### src/padi_map.vh
// Constants for the pipelined converter digital output block
// Functional notes
// One conversion starts per rising clock edge
// Normal mode with outputs driven
// Converting, outputs high impedance
// Nap mode, outputs high impedance
// Sleep mode, outputs high impedance
// Controller pulses shutdown over 1 us
// Twelve-bit word, bit 11 most significant
// Range flag high on over or under
// Mode level selects format and stabilizer
// Result appears five cycles after capture; the pins here update on the sixth edge after capture into rawSync1_q
// Track while low, hold at rise
// Six stage results aligned then merged
// Offset binary codes, twos complement MSB flipped
// Stabilizer needs hundred cycles to relock
// Capture word and flag together
`ifndef PADI_MAP_VH
`define PADI_MAP_VH

// ************************************************************
// AHB register offsets
// ************************************************************
`define PADI_CTRL_OFS      8'h00
`define PADI_STAT_OFS      8'h04
`define PADI_DATA_OFS      8'h08
`define PADI_SAMP_OFS      8'h0c

// ************************************************************
// Control fields
// ************************************************************
`define PADI_CTRL_SHUTDOWN_SELECT_BIT 0
`define PADI_CTRL_OEN_BIT  1
`define PADI_CTRL_MODE_LSB 2
`define PADI_CTRL_MODE_MSB 3
`define PADI_CTRL_RST      4'h1

// ************************************************************
// Mode levels
// ************************************************************
`define PADI_MODE_GND      2'h0
`define PADI_MODE_THIRD    2'h1
`define PADI_MODE_TWOTHIRD 2'h2
`define PADI_MODE_VDD      2'h3

// ************************************************************
// Timing
// ************************************************************
`define PADI_LATENCY       3'h5
`define PADI_STAGES        6
`define PADI_RELOCK_CYC    7'h64
`define PADI_CLK_NS        10
`define PADI_SHUTDOWN_SELECT_NS       1000
`define PADI_SHUTDOWN_SELECT_CYC      ((`PADI_SHUTDOWN_SELECT_NS + `PADI_CLK_NS - 1) / `PADI_CLK_NS)

`endif

### src/padi_fifo.v
// Parameterised valid/ready FIFO for converted words
`timescale 1ns/1ns
module padi_fifo #(
    parameter WIDTH = 13,
    parameter DEPTH = 8,
    parameter AW    = 3
) (
    input  wire             sys_clk,
    input  wire             srst,
    input  wire             inValid,
    output wire             inReady,
    input  wire [WIDTH-1:0] inData,
    output wire             outValid,
    input  wire             outReady,
    output wire [WIDTH-1:0] outData
);
    reg [WIDTH-1:0] mem [0:DEPTH-1];
    reg [AW-1:0]    wrPtr_q;
    reg [AW-1:0]    rdPtr_q;
    reg [AW:0]      count_q;
    wire            doWr;
    wire            doRd;

    assign inReady  = (count_q != DEPTH[AW:0]);
    assign outValid = (count_q != {(AW+1){1'b0}});
    assign outData  = mem[rdPtr_q];
    assign doWr     = inValid & inReady;
    assign doRd     = outValid & outReady;

    always @(posedge sys_clk) begin
        if (doWr) begin
            mem[wrPtr_q] <= inData;
        end
    end

    always @(posedge sys_clk) begin
        if (srst) begin
            wrPtr_q <= {AW{1'b0}};
            rdPtr_q <= {AW{1'b0}};
            count_q <= {(AW+1){1'b0}};
        end else begin
            if (doWr) begin
                wrPtr_q <= wrPtr_q + 1'b1;
            end
            if (doRd) begin
                rdPtr_q <= rdPtr_q + 1'b1;
            end
            if (doWr & ~doRd) begin
                count_q <= count_q + 1'b1;
            end else if (doRd & ~doWr) begin
                count_q <= count_q - 1'b1;
            end
        end
    end
endmodule

### src/padi_top.v
// Digital side of a 12-bit pipelined converter with AHB-Lite control
`timescale 1ns/1ns
`include "padi_map.vh"
module padi_top (
    input  wire        sys_clk,
    input  wire        srst,
    // AHB-Lite slave
    input  wire        hsel,
    input  wire [7:0]  haddr,
    input  wire [1:0]  htrans,
    input  wire        hwrite,
    input  wire [2:0]  hsize,
    input  wire [31:0] hwdata,
    input  wire        hready,
    output wire        hreadyout,
    output wire        hresp,
    output reg  [31:0] hrdata,
    // Raw quantiser input: one sample per edge, with range sign
    input  wire [11:0] rawCode,
    input  wire        rawOver,
    input  wire        rawUnder,
    // Parallel output pins, enable low while driven
    output reg  [11:0] sampleBits,
    output wire [11:0] sampleBitsOen,
    output reg         rangeExceededFlag,
    output wire        rangeExceededFlagOen,
    // Power state indications
    output wire        napActive,
    output wire        sleepActive,
    output wire        stabilizerOn
);
    // ************************************************************
    // State and declarations
    // ************************************************************
    localparam ST_NORMAL = 4'b0001;
    localparam ST_HIZ    = 4'b0010;
    localparam ST_NAP    = 4'b0100;
    localparam ST_SLEEP  = 4'b1000;

    reg  [3:0]  state_q;
    reg  [3:0]  state_d;
    reg  [3:0]  ctrl_q;
    reg  [11:0] rawSync1_q;
    reg  [11:0] rawSync2_q;
    reg  [1:0]  rngSync1_q;
    reg  [1:0]  rngSync2_q;
    reg  [13:0] pipe_q [0:3];
    reg  [12:0] fmtWord;
    reg  [6:0]  relock_q;
    reg  [7:0]  addrPh_q;
    reg         wrPh_q;
    reg         rdPh_q;
    reg  [15:0] sampleCnt_q;
    reg  [12:0] lastWord_q;
    wire        shdnSel;
    wire        outEnN;
    wire [1:0]  modeSel;
    wire        converting;
    wire        valid;
    wire        fifoInReady;
    wire        fifoOutValid;
    wire [12:0] fifoOutData;
    wire        popFifo;
    wire        addrOk;
    wire        locked;
    wire        ctrlWr;
    wire        stageOver;
    wire        stageUnder;
    wire [11:0] stageCode;
    wire [31:0] ctrlWord;
    wire [31:0] statWord;
    wire [31:0] dataWord;
    wire [31:0] sampWord;
    integer     i;

    // ************************************************************
    // Output format
    // ************************************************************
    // Merge of stage results into one saturated, formatted word
    function [12:0] padi_format;
        input [11:0] code;
        input        over;
        input        under;
        input        twos;
        reg   [11:0] sat;
        begin
            sat = code;
            if (over) begin
                sat = 12'hfff;
            end else if (under) begin
                sat = 12'h000;
            end
            padi_format = {over | under, twos ? {~sat[11], sat[10:0]} : sat};
        end
    endfunction

    // ************************************************************
    // Control decode
    // ************************************************************
    assign shdnSel      = ctrl_q[`PADI_CTRL_SHUTDOWN_SELECT_BIT];
    assign outEnN       = ctrl_q[`PADI_CTRL_OEN_BIT];
    assign modeSel      = ctrl_q[`PADI_CTRL_MODE_MSB:`PADI_CTRL_MODE_LSB];
    assign stabilizerOn = (modeSel == `PADI_MODE_THIRD) |
                          (modeSel == `PADI_MODE_TWOTHIRD);
    assign napActive    = (state_q == ST_NAP);
    assign sleepActive  = (state_q == ST_SLEEP);
    assign converting   = (state_q == ST_NORMAL) | (state_q == ST_HIZ);
    assign locked       = (relock_q == 7'h00);
    assign valid        = converting & locked;

    // ************************************************************
    // Power state
    // ************************************************************
    // Pins are static levels, so the state simply follows them
    always @* begin
        case ({shdnSel, outEnN})
            2'b00: state_d = ST_NORMAL;
            2'b01: state_d = ST_HIZ;
            2'b10: state_d = ST_NAP;
            2'b11: state_d = ST_SLEEP;
            default: state_d = ST_SLEEP;
        endcase
    end

    // ************************************************************
    // State register
    // ************************************************************
    always @(posedge sys_clk) begin
        if (srst) begin
            state_q <= ST_NORMAL;
        end else begin
            state_q <= state_d;
        end
    end

    // ************************************************************
    // Stabilizer relock
    // ************************************************************
    // Shutdown stops the loop, so recount on leaving it; words are
    // still converted while counting but are kept out of the buffer
    always @(posedge sys_clk) begin
        if (srst) begin
            relock_q <= 7'h00;
        end else if (!converting && stabilizerOn) begin
            relock_q <= `PADI_RELOCK_CYC;
        end else if (relock_q != 7'h00) begin
            relock_q <= relock_q - 7'h01;
        end
    end

    // ************************************************************
    // Input synchroniser
    // ************************************************************
    // Raw code comes from the analog side, so it is synchronised first
    // Not reset: these flops only ever carry pin levels
    always @(posedge sys_clk) begin
        rawSync1_q <= rawCode;
        rawSync2_q <= rawSync1_q;
        rngSync1_q <= {rawOver, rawUnder};
        rngSync2_q <= rngSync1_q;
    end

    // ************************************************************
    // Conversion pipeline
    // ************************************************************
    // Stage results travel together so all six stay aligned; over and
    // under ride separately, as saturation needs to know which end
    always @(posedge sys_clk) begin
        if (srst) begin
            for (i = 0; i < 4; i = i + 1) begin
                pipe_q[i] <= 14'h0000;
            end
        end else if (converting) begin
            pipe_q[0] <= {rngSync2_q, rawSync2_q};
            for (i = 1; i < 4; i = i + 1) begin
                pipe_q[i] <= pipe_q[i-1];
            end
        end
    end

    assign stageOver  = pipe_q[3][13];
    assign stageUnder = pipe_q[3][12];
    assign stageCode  = pipe_q[3][11:0];

    always @* begin
        fmtWord = padi_format(stageCode, stageOver, stageUnder, modeSel[1]);
    end

    // ************************************************************
    // Output pins
    // ************************************************************
    // Sixth edge after capture into rawSync1_q updates the pins
    always @(posedge sys_clk) begin
        if (srst) begin
            sampleBits        <= 12'h000;
            rangeExceededFlag <= 1'b0;
        end else if (converting) begin
            sampleBits        <= fmtWord[11:0];
            rangeExceededFlag <= fmtWord[12];
        end
    end

    // Enables low only in normal mode; all other states release the pins
    assign sampleBitsOen        = {12{state_q != ST_NORMAL}};
    assign rangeExceededFlagOen = (state_q != ST_NORMAL);

    // ************************************************************
    // Sample buffer for software readout
    // ************************************************************
    // Only words from a locked converter are pushed
    padi_fifo #(
        .WIDTH (13),
        .DEPTH (8),
        .AW    (3)
    ) u_fifo (
        .sys_clk  (sys_clk),
        .srst     (srst),
        .inValid  (valid),
        .inReady  (fifoInReady),
        .inData   ({rangeExceededFlag, sampleBits}),
        .outValid (fifoOutValid),
        .outReady (popFifo),
        .outData  (fifoOutData)
    );

    // ************************************************************
    // AHB-Lite slave, zero wait states
    // ************************************************************
    assign hreadyout = 1'b1;
    assign hresp     = 1'b0;
    assign addrOk    = hsel & hready & htrans[1];
    assign popFifo   = rdPh_q & (addrPh_q == `PADI_DATA_OFS);
    assign ctrlWr    = wrPh_q & (addrPh_q == `PADI_CTRL_OFS);

    // ************************************************************
    // Bus phase
    // ************************************************************
    // Address phase is held here for the data phase that follows
    always @(posedge sys_clk) begin
        if (srst) begin
            addrPh_q <= 8'h00;
            wrPh_q   <= 1'b0;
            rdPh_q   <= 1'b0;
        end else if (hready) begin
            addrPh_q <= haddr;
            wrPh_q   <= addrOk & hwrite;
            rdPh_q   <= addrOk & ~hwrite;
        end
    end

    // ************************************************************
    // Control register
    // ************************************************************
    // Only this word is writable; writes land at the end of the data phase
    always @(posedge sys_clk) begin
        if (srst) begin
            ctrl_q <= `PADI_CTRL_RST;
        end else if (ctrlWr) begin
            ctrl_q <= hwdata[3:0];
        end
    end

    // ************************************************************
    // Drop counter and last word
    // ************************************************************
    // Dropped words are counted; a full buffer stalls nothing upstream
    always @(posedge sys_clk) begin
        if (srst) begin
            sampleCnt_q <= 16'h0000;
            lastWord_q  <= 13'h0000;
        end else if (valid) begin
            lastWord_q <= {rangeExceededFlag, sampleBits};
            if (!fifoInReady) begin
                sampleCnt_q <= sampleCnt_q + 16'h0001;
            end
        end
    end

    // ************************************************************
    // Read data
    // ************************************************************
    // Combinational so the word stands in the data phase with no wait
    assign ctrlWord = {28'h0000000, ctrl_q};
    assign statWord = {24'h000000,
                       locked,
                       stabilizerOn,
                       fifoInReady,
                       fifoOutValid,
                       state_q};
    assign dataWord = {fifoOutValid,
                       18'h00000,
                       fifoOutData};
    assign sampWord = {sampleCnt_q,
                       3'h0,
                       lastWord_q};

    always @* begin
        case (addrPh_q)
            `PADI_CTRL_OFS: hrdata = ctrlWord;
            `PADI_STAT_OFS: hrdata = statWord;
            `PADI_DATA_OFS: hrdata = dataWord;
            `PADI_SAMP_OFS: hrdata = sampWord;
            default:        hrdata = 32'h00000000;
        endcase
    end
endmodule

### config.mk
export PLATFORM = sky130hd
export DESIGN_NAME = padi_top
export DESIGN_NICKNAME = d
export VERILOG_FILES = /design/src/padi_fifo.v /design/src/padi_top.v
export VERILOG_INCLUDE_DIRS = /design/src /design/src/src
export SDC_FILE = /design/constraint.sdc
export NUM_CORES = 1
export LEC_CHECK = 0
export BUFFER_PORTS_ARGS = -buffer_cell sky130_fd_sc_hd__buf_2
export CAP_MARGIN = 40
export CORE_ASPECT_RATIO = 1.75
export CORE_MARGIN = 1.5
export CORE_UTILIZATION = 55
export DETAILED_ROUTE_END_ITERATION = 10
export MAX_ROUTING_LAYER = met4
export PLACE_DENSITY = 0.76
export RECOVER_POWER = 25
export SKIP_CTS_REPAIR_TIMING = 1
export SLEW_MARGIN = 15
export SYNTH_ARGS = -nofsm -noshare
export SYNTH_HDL_FRONTEND = slang
export SYNTH_SLANG_ARGS = --single-unit
### constraint.sdc
create_clock -name sys_clk -period 4 [get_ports sys_clk]
set_input_delay 0.8 -clock sys_clk [delete_from_list [all_inputs] [get_ports sys_clk]]
set_output_delay 0.8 -clock sys_clk [all_outputs]
set_load 0.02 [all_outputs]
Word level (Yosys, flattened, before mapping)
Memories as Yosys holds them, arrays and structs flattened. A register that Yosys moved wholly into a read port is not among the register bits.
Index checks and enable logic that the tools add are counted.
Storage, ports and cells
  flip-flop bits (word level): 105
  RAM bits: 160
  input bits: 64
  output and inout port bits: 63
  logic and storage cells: 96
  memories: 2
Cells by class
  $add $sub $neg: 6
  equality and inequality tests: 14
  mux-type cells: 22
  bitwise operators: 23
  reductions and logical operators: 11
Memory list
  u_fifo.mem: depth 8, width 13, read ports 1, clocked after Yosys merged registers in 1, write ports 1, line padi_fifo.v:17  | reg [WIDTH-1:0] mem [0:DEPTH-1];
  pipe_q: depth 4, width 14, read ports 4, clocked after Yosys merged registers in 0, write ports 4, line padi_top.v:47  | reg [13:0] pipe_q [0:3];
Operators by type and width (count)
  case mux 32 bit (4 select lines): 1
  two-way mux 14 bit: 4
  two-way mux 12 bit: 3
  adder 16 x 1 -> 16 bit, second input constant: 1
  == test 8 x 4 -> 1 bit, second input constant: 2
  case mux 4 bit (4 select lines): 1
  two-way mux 7 bit: 2
  AND 1 bit: 11
  == test 8 x 3 -> 1 bit, second input constant: 1
  logical NOT 8 bit: 1
  two-way mux 4 bit: 2
  logical NOT 7 bit: 1
  two-way mux 1 bit: 7
  OR 1 bit: 7
  nonzero test 7 bit: 1
  subtractor 7 x 1 -> 7 bit, second input constant: 1
  adder 3 x 1 -> 3 bit, second input constant: 2
  == test 2 bit, second input constant: 3
  two-way mux 3 bit: 2
  NOT 1 bit: 5
  adder 4 x 1 -> 4 bit, second input constant: 1
  == test 2 x 1 -> 1 bit, second input constant: 2
  == test 4 x 1 -> 1 bit, second input constant: 1
  == test 4 x 2 -> 1 bit, second input constant: 1
  12 further kinds: 13

Logic depth before layout (Yosys ltp)
  word-level depth: 8
  gate-level depth with buffers: 14
  mapped depth without buffers: 12

Modules after synthesis
Synthesis repeated with hierarchy kept, for this count alone.
Second synthesis, totals
  cells, all modules: 777
  area, all modules: 10742.8 sq um
By module, submodules not included
  padi_top: times used 1, cells an instance 554, area each 6105.9 sq um
  padi_fifo: times used 1, cells an instance 223, area each 4636.9 sq um

Least setup slack after synthesis
No wires, ideal clock.
  kind: register -> register
  start: register relock_q[0]
  end: register u_fifo.count_q[3]
  library setup time: 121 ps
  arrival time: 2824 ps
  required time: 3879 ps
  slack: 1055 ps
  stages on the path, launching flop included: 15
  path buffers: 2
  period minus slack after synthesis: 2945 ps
  cells stage by stage: dfxtp_1 inv_1 ha_1 nor2b_1 nand4_4 buf_6 clkbuf_1 nor2_1 ha_1 inv_1 ha_1 a21o_1 a21oi_1 mux2i_1 mux2_2
Between the ends
  cells in the longest elaborated chain, start to end: 6
Ends and longest elaborated chain
  start, declared: line padi_top.v:49  | reg [6:0] relock_q;
  start signal, assigned: line padi_top.v:145  | relock_q <= `PADI_RELOCK_CYC;
  start signal, assigned: line padi_top.v:147  | relock_q <= relock_q - 7'h01;
  logical NOT 7 bit (*): line padi_top.v:108  | assign locked = (relock_q == 7'h00);
  AND 1 bit (*): line padi_top.v:109  | assign valid = converting & locked;
  AND 1 bit (*): line padi_fifo.v:27  | assign doWr = inValid & inReady;
  via u_fifo.doWr: line padi_fifo.v:21  | wire doWr;
  NOT 1 bit: line padi_fifo.v:50  | end else if (doRd & ~doWr) begin
  AND 1 bit: line padi_fifo.v:50
  nonzero test 2 bit (no source line)
  end signal, assigned: line padi_fifo.v:40  | count_q <= {(AW+1){1'b0}};
  end signal, assigned: line padi_fifo.v:49  | count_q <= count_q + 1'b1;
  end signal, assigned: line padi_fifo.v:51  | count_q <= count_q - 1'b1;
  end, declared: line padi_fifo.v:20  | reg [AW:0] count_q;
The timed path passes the listed nets; every way through them passes the cells marked *.
A chain may end at the register's enable or synchronous reset.

==> impl_metrics.csv <==
group,metric,value,unit
status,status,"complete, no violations",
place,place_area,0.0112,mm²
logic_synthesis,synthArstFlopShare,0,
logic_synthesis,synth_cells,806,
setup_path,worst_setup_path_end_kind,"primary output",
setup_path,slowest_delay,0.74,ns
logic_synthesis,synth.distinct_cells,54,
power_and_ir_drop,p_int,4.60,mW
place,gp_congestion,0.809,
timing,fin_skew,0.0184,ns
logic_synthesis,synthTopCellsByCount,"edfxtp_1, dfxtp_1, and2_1",
setup_path,cp_slowest_cell,"dfxtp_1",
logic_synthesis,yosys.area.top_type,"edfxtp_1",
timing,finalSetupTns,0,ns
setup_path,start_kind,"flop",
logic_synthesis,synth-seq-cells,268,
setup_path,r2r-start,"relock_q[0]",
timing,max_freq,0.299,GHz
route,vias,6376,
route,route.detailed.drc,0,
place,dp_hpwl,13400,µm
min_path,min_path_type,"reg2reg",
timing,finalHoldViolations,0,
floorplanning,num_rows,67,
place,io_buffer_count,89,
grt,grt_usage,0.209,
logic_synthesis,netlist_area,0.0106,mm²
logic_synthesis,synth.area.top_cells,"edfxtp_1, dfxtp_1, and2_1",
setup_path,cp.required,3.20,ns
route,ant_nets,0,
route,wl_per_cell,17.4,µm
grt,gr-total-overflow,0,
timing,setup_violations,0,
setup_path,crit_arrival,2.54,ns
place,place_inst,1101,
final_layout,drive_gt1_frac,0.206,
timing,period_minus_slack,3.34,ns
floorplanning,io_pins,127,
final_layout,nets,958,
floorplanning,core,0.0190,mm²
power_and_ir_drop,power.combinational.fraction,0.108,
logic_synthesis,avgSynthCellArea,13.1,µm²
clocking,cts_max_level,1,
timing,maxSlewHeadroom,0.427,
clocking,cts.sink_count,268,
power_and_ir_drop,clkPwrFrac,0.364,
route,drtPass1Iterations,4,
floorplanning,dieWidth,108,µm
power_and_ir_drop,cellLeakagePower,4.40,nW
logic_synthesis,synth_top_area_frac,0.454,
clocking,cts_buffers,23,
clocking,clkLatencyLatePin,0.52,ns
route,vias_per_cell,5.58,
grt,grt_pass1_vias,6334,
final_layout,finalInstanceArea,0.0120,mm²
setup_path,worst-setup-path-type,"reg2out",
timing,grt_setup_unrepaired,"no",
logic_synthesis,ys_warn_count,0,
route,drt_iter0_drc,321,
grt,antenna_found_initial,0,
setup_path,critical_path.cell_chain,"buf_4 -> mux4_2 -> mux2i_1 -> o22ai_1 -> buf_2",
floorplanning,initial_core_util,0.556,
floorplanning,die-area,0.0201,mm²
timing,period_share,0.835,
logic_synthesis,synth.most_common_cell,"edfxtp_1",
logic_synthesis,synth-seq-area-share,0.658,
final_layout,final_cells,1143,
final_layout,diodes,0,
clocking,clk_pin_slew,0.07,ns
job,drv_cap,0,
route,wirelength,19900,µm
power_and_ir_drop,p_seq_frac,0.527,
timing,slew_viol_final,0,
power_and_ir_drop,p_per_area,505,mW/mm²
clocking,clock_path_buffers,3,
final_layout,multi_input_area,0.00328,mm²
power_and_ir_drop,ir_drop,398,µV
grt,grt_max_degree,84,
power_and_ir_drop,swShare,0.241,
final_layout,final-seq-area,0.00697,mm²
min_path,min_from,"rngSync1_q[1]",
floorplanning,die_y,187,µm
power_and_ir_drop,p_sw,1.46,mW
setup_path,worstPathMaxFanout,9,
timing,worst_pin_slew,0.860,ns
clocking,cts_root_buf,"clkbuf_16",
logic_synthesis,synth_flop_cell,"edfxtp_1",
final_layout,fill_cells,1466,
logic_synthesis,synth_edf_count,160,
clocking,cts_tree,"done",
final_layout,syn2layout_area_growth,13.4,%
grt,grt_pass1_wl,31800,µm
## power by group through the flow
stage / registers [mW] / logic (mW) / clock network, mW
finish: 3.19 / 0.657 / 2.21
global route: 3.21 / 0.739 / 2.35
CTS: 3.19 / 0.663 / 2.25
detailed placement: 3.25 / 0.658 / 0
global placement: 3.25 / 0.642 / 0
floorplan: 3.23 / 0.511 / 0
## through the flow
step                setup WS, ns   util  power, mW  hold slack, ns
finish                     0.660  0.630       6.06           0.326
global route               0.486  0.630       6.30           0.332
CTS                        0.590  0.630       6.11           0.328
detailed placement          1.04  0.591       3.91           0.314
global placement            1.13  0.591       3.89           0.310
floorplan                   1.06      -       3.74           0.310
## path summary, 6_finish.rpt
kind / cells past startpoint / slack, ns / end
setup / recovery: 5 / 0.66 / hrdata[1]
hold / removal: 0 / 0.33 / rngSync2_q[1]
setup reg to reg: 8 / 1.05 / u_fifo.mem[6][8]
hold reg to reg: 0 / 0.33 / rngSync2_q[1]
## metal layers
layer	track usage	up-vias	wire, µm
met3	0.0255	40	895
met1	0.237	3114	7630
met4	0.0693	0	530
met2	0.378	152	10900
li1	-	3070	-
met5	-	-	0
## layout by cell type (no fill, tap or decap), drive strengths merged, types with 18 or more instances in the layout
cell type,Yosys,final
nand2,48,48
mux4,18,18
clkbuf,34,33
buf,28,113
mux2i,40,40
a21oi,54,54
nor2,58,58
edfxtp,160,160
dfxtp,108,108
and2,69,69
## cells by family after synthesis
kind of cell,after synthesis,share of synthesized area
flip-flops,268,0.658
AND/OR/NAND/NOR,268,0.140
AO/OA/AOI/OAI,108,0.0621
buffers and inverters,75,0.0341
multiplexers,67,0.0857
adder cells (fa/ha/maj),9,0.0114
XOR/XNOR,9,0.00816
other,2,0.000710
## cell type report
| cell class | instances | share of cell area |
|---|---|---|
| tap | 241 | 0.0251 |
| clock buffer | 33 | 0.0570 |
| sequential | 268 | 0.581 |
| timing repair buffer | 113 | 0.0532 |
| clock inverter | 9 | 0.00636 |
| multi-input combinational | 466 | 0.274 |
| inverter | 13 | 0.00407 |
## worst max-delay path: cells and delay by family, from the launching register on
kind	cells	cell delay, ns
DFF	1	0.74
muxes	2	0.69
buffers and inverters	2	0.45
AOI/OAI and AO/OA	1	0.14
## flip-flops by register name, summed over array words and instances, names as in the netlist, named ones only
signal and flops:
addrPh_q 8, ctrl_q 4, lastWord_q 13, pipe_q 56, rangeExceededFlag 1, rawSync1_q 12
rawSync2_q 12, rdPh_q 1, relock_q 7, rngSync1_q 2, rngSync2_q 2, sampleBits 12
sampleCnt_q 16, state_q 4, u_fifo.count_q 4, u_fifo.mem 104, u_fifo.rdPtr_q 3, u_fifo.wrPtr_q 3
wrPh_q 1
(Power assumes the default switching activity.)
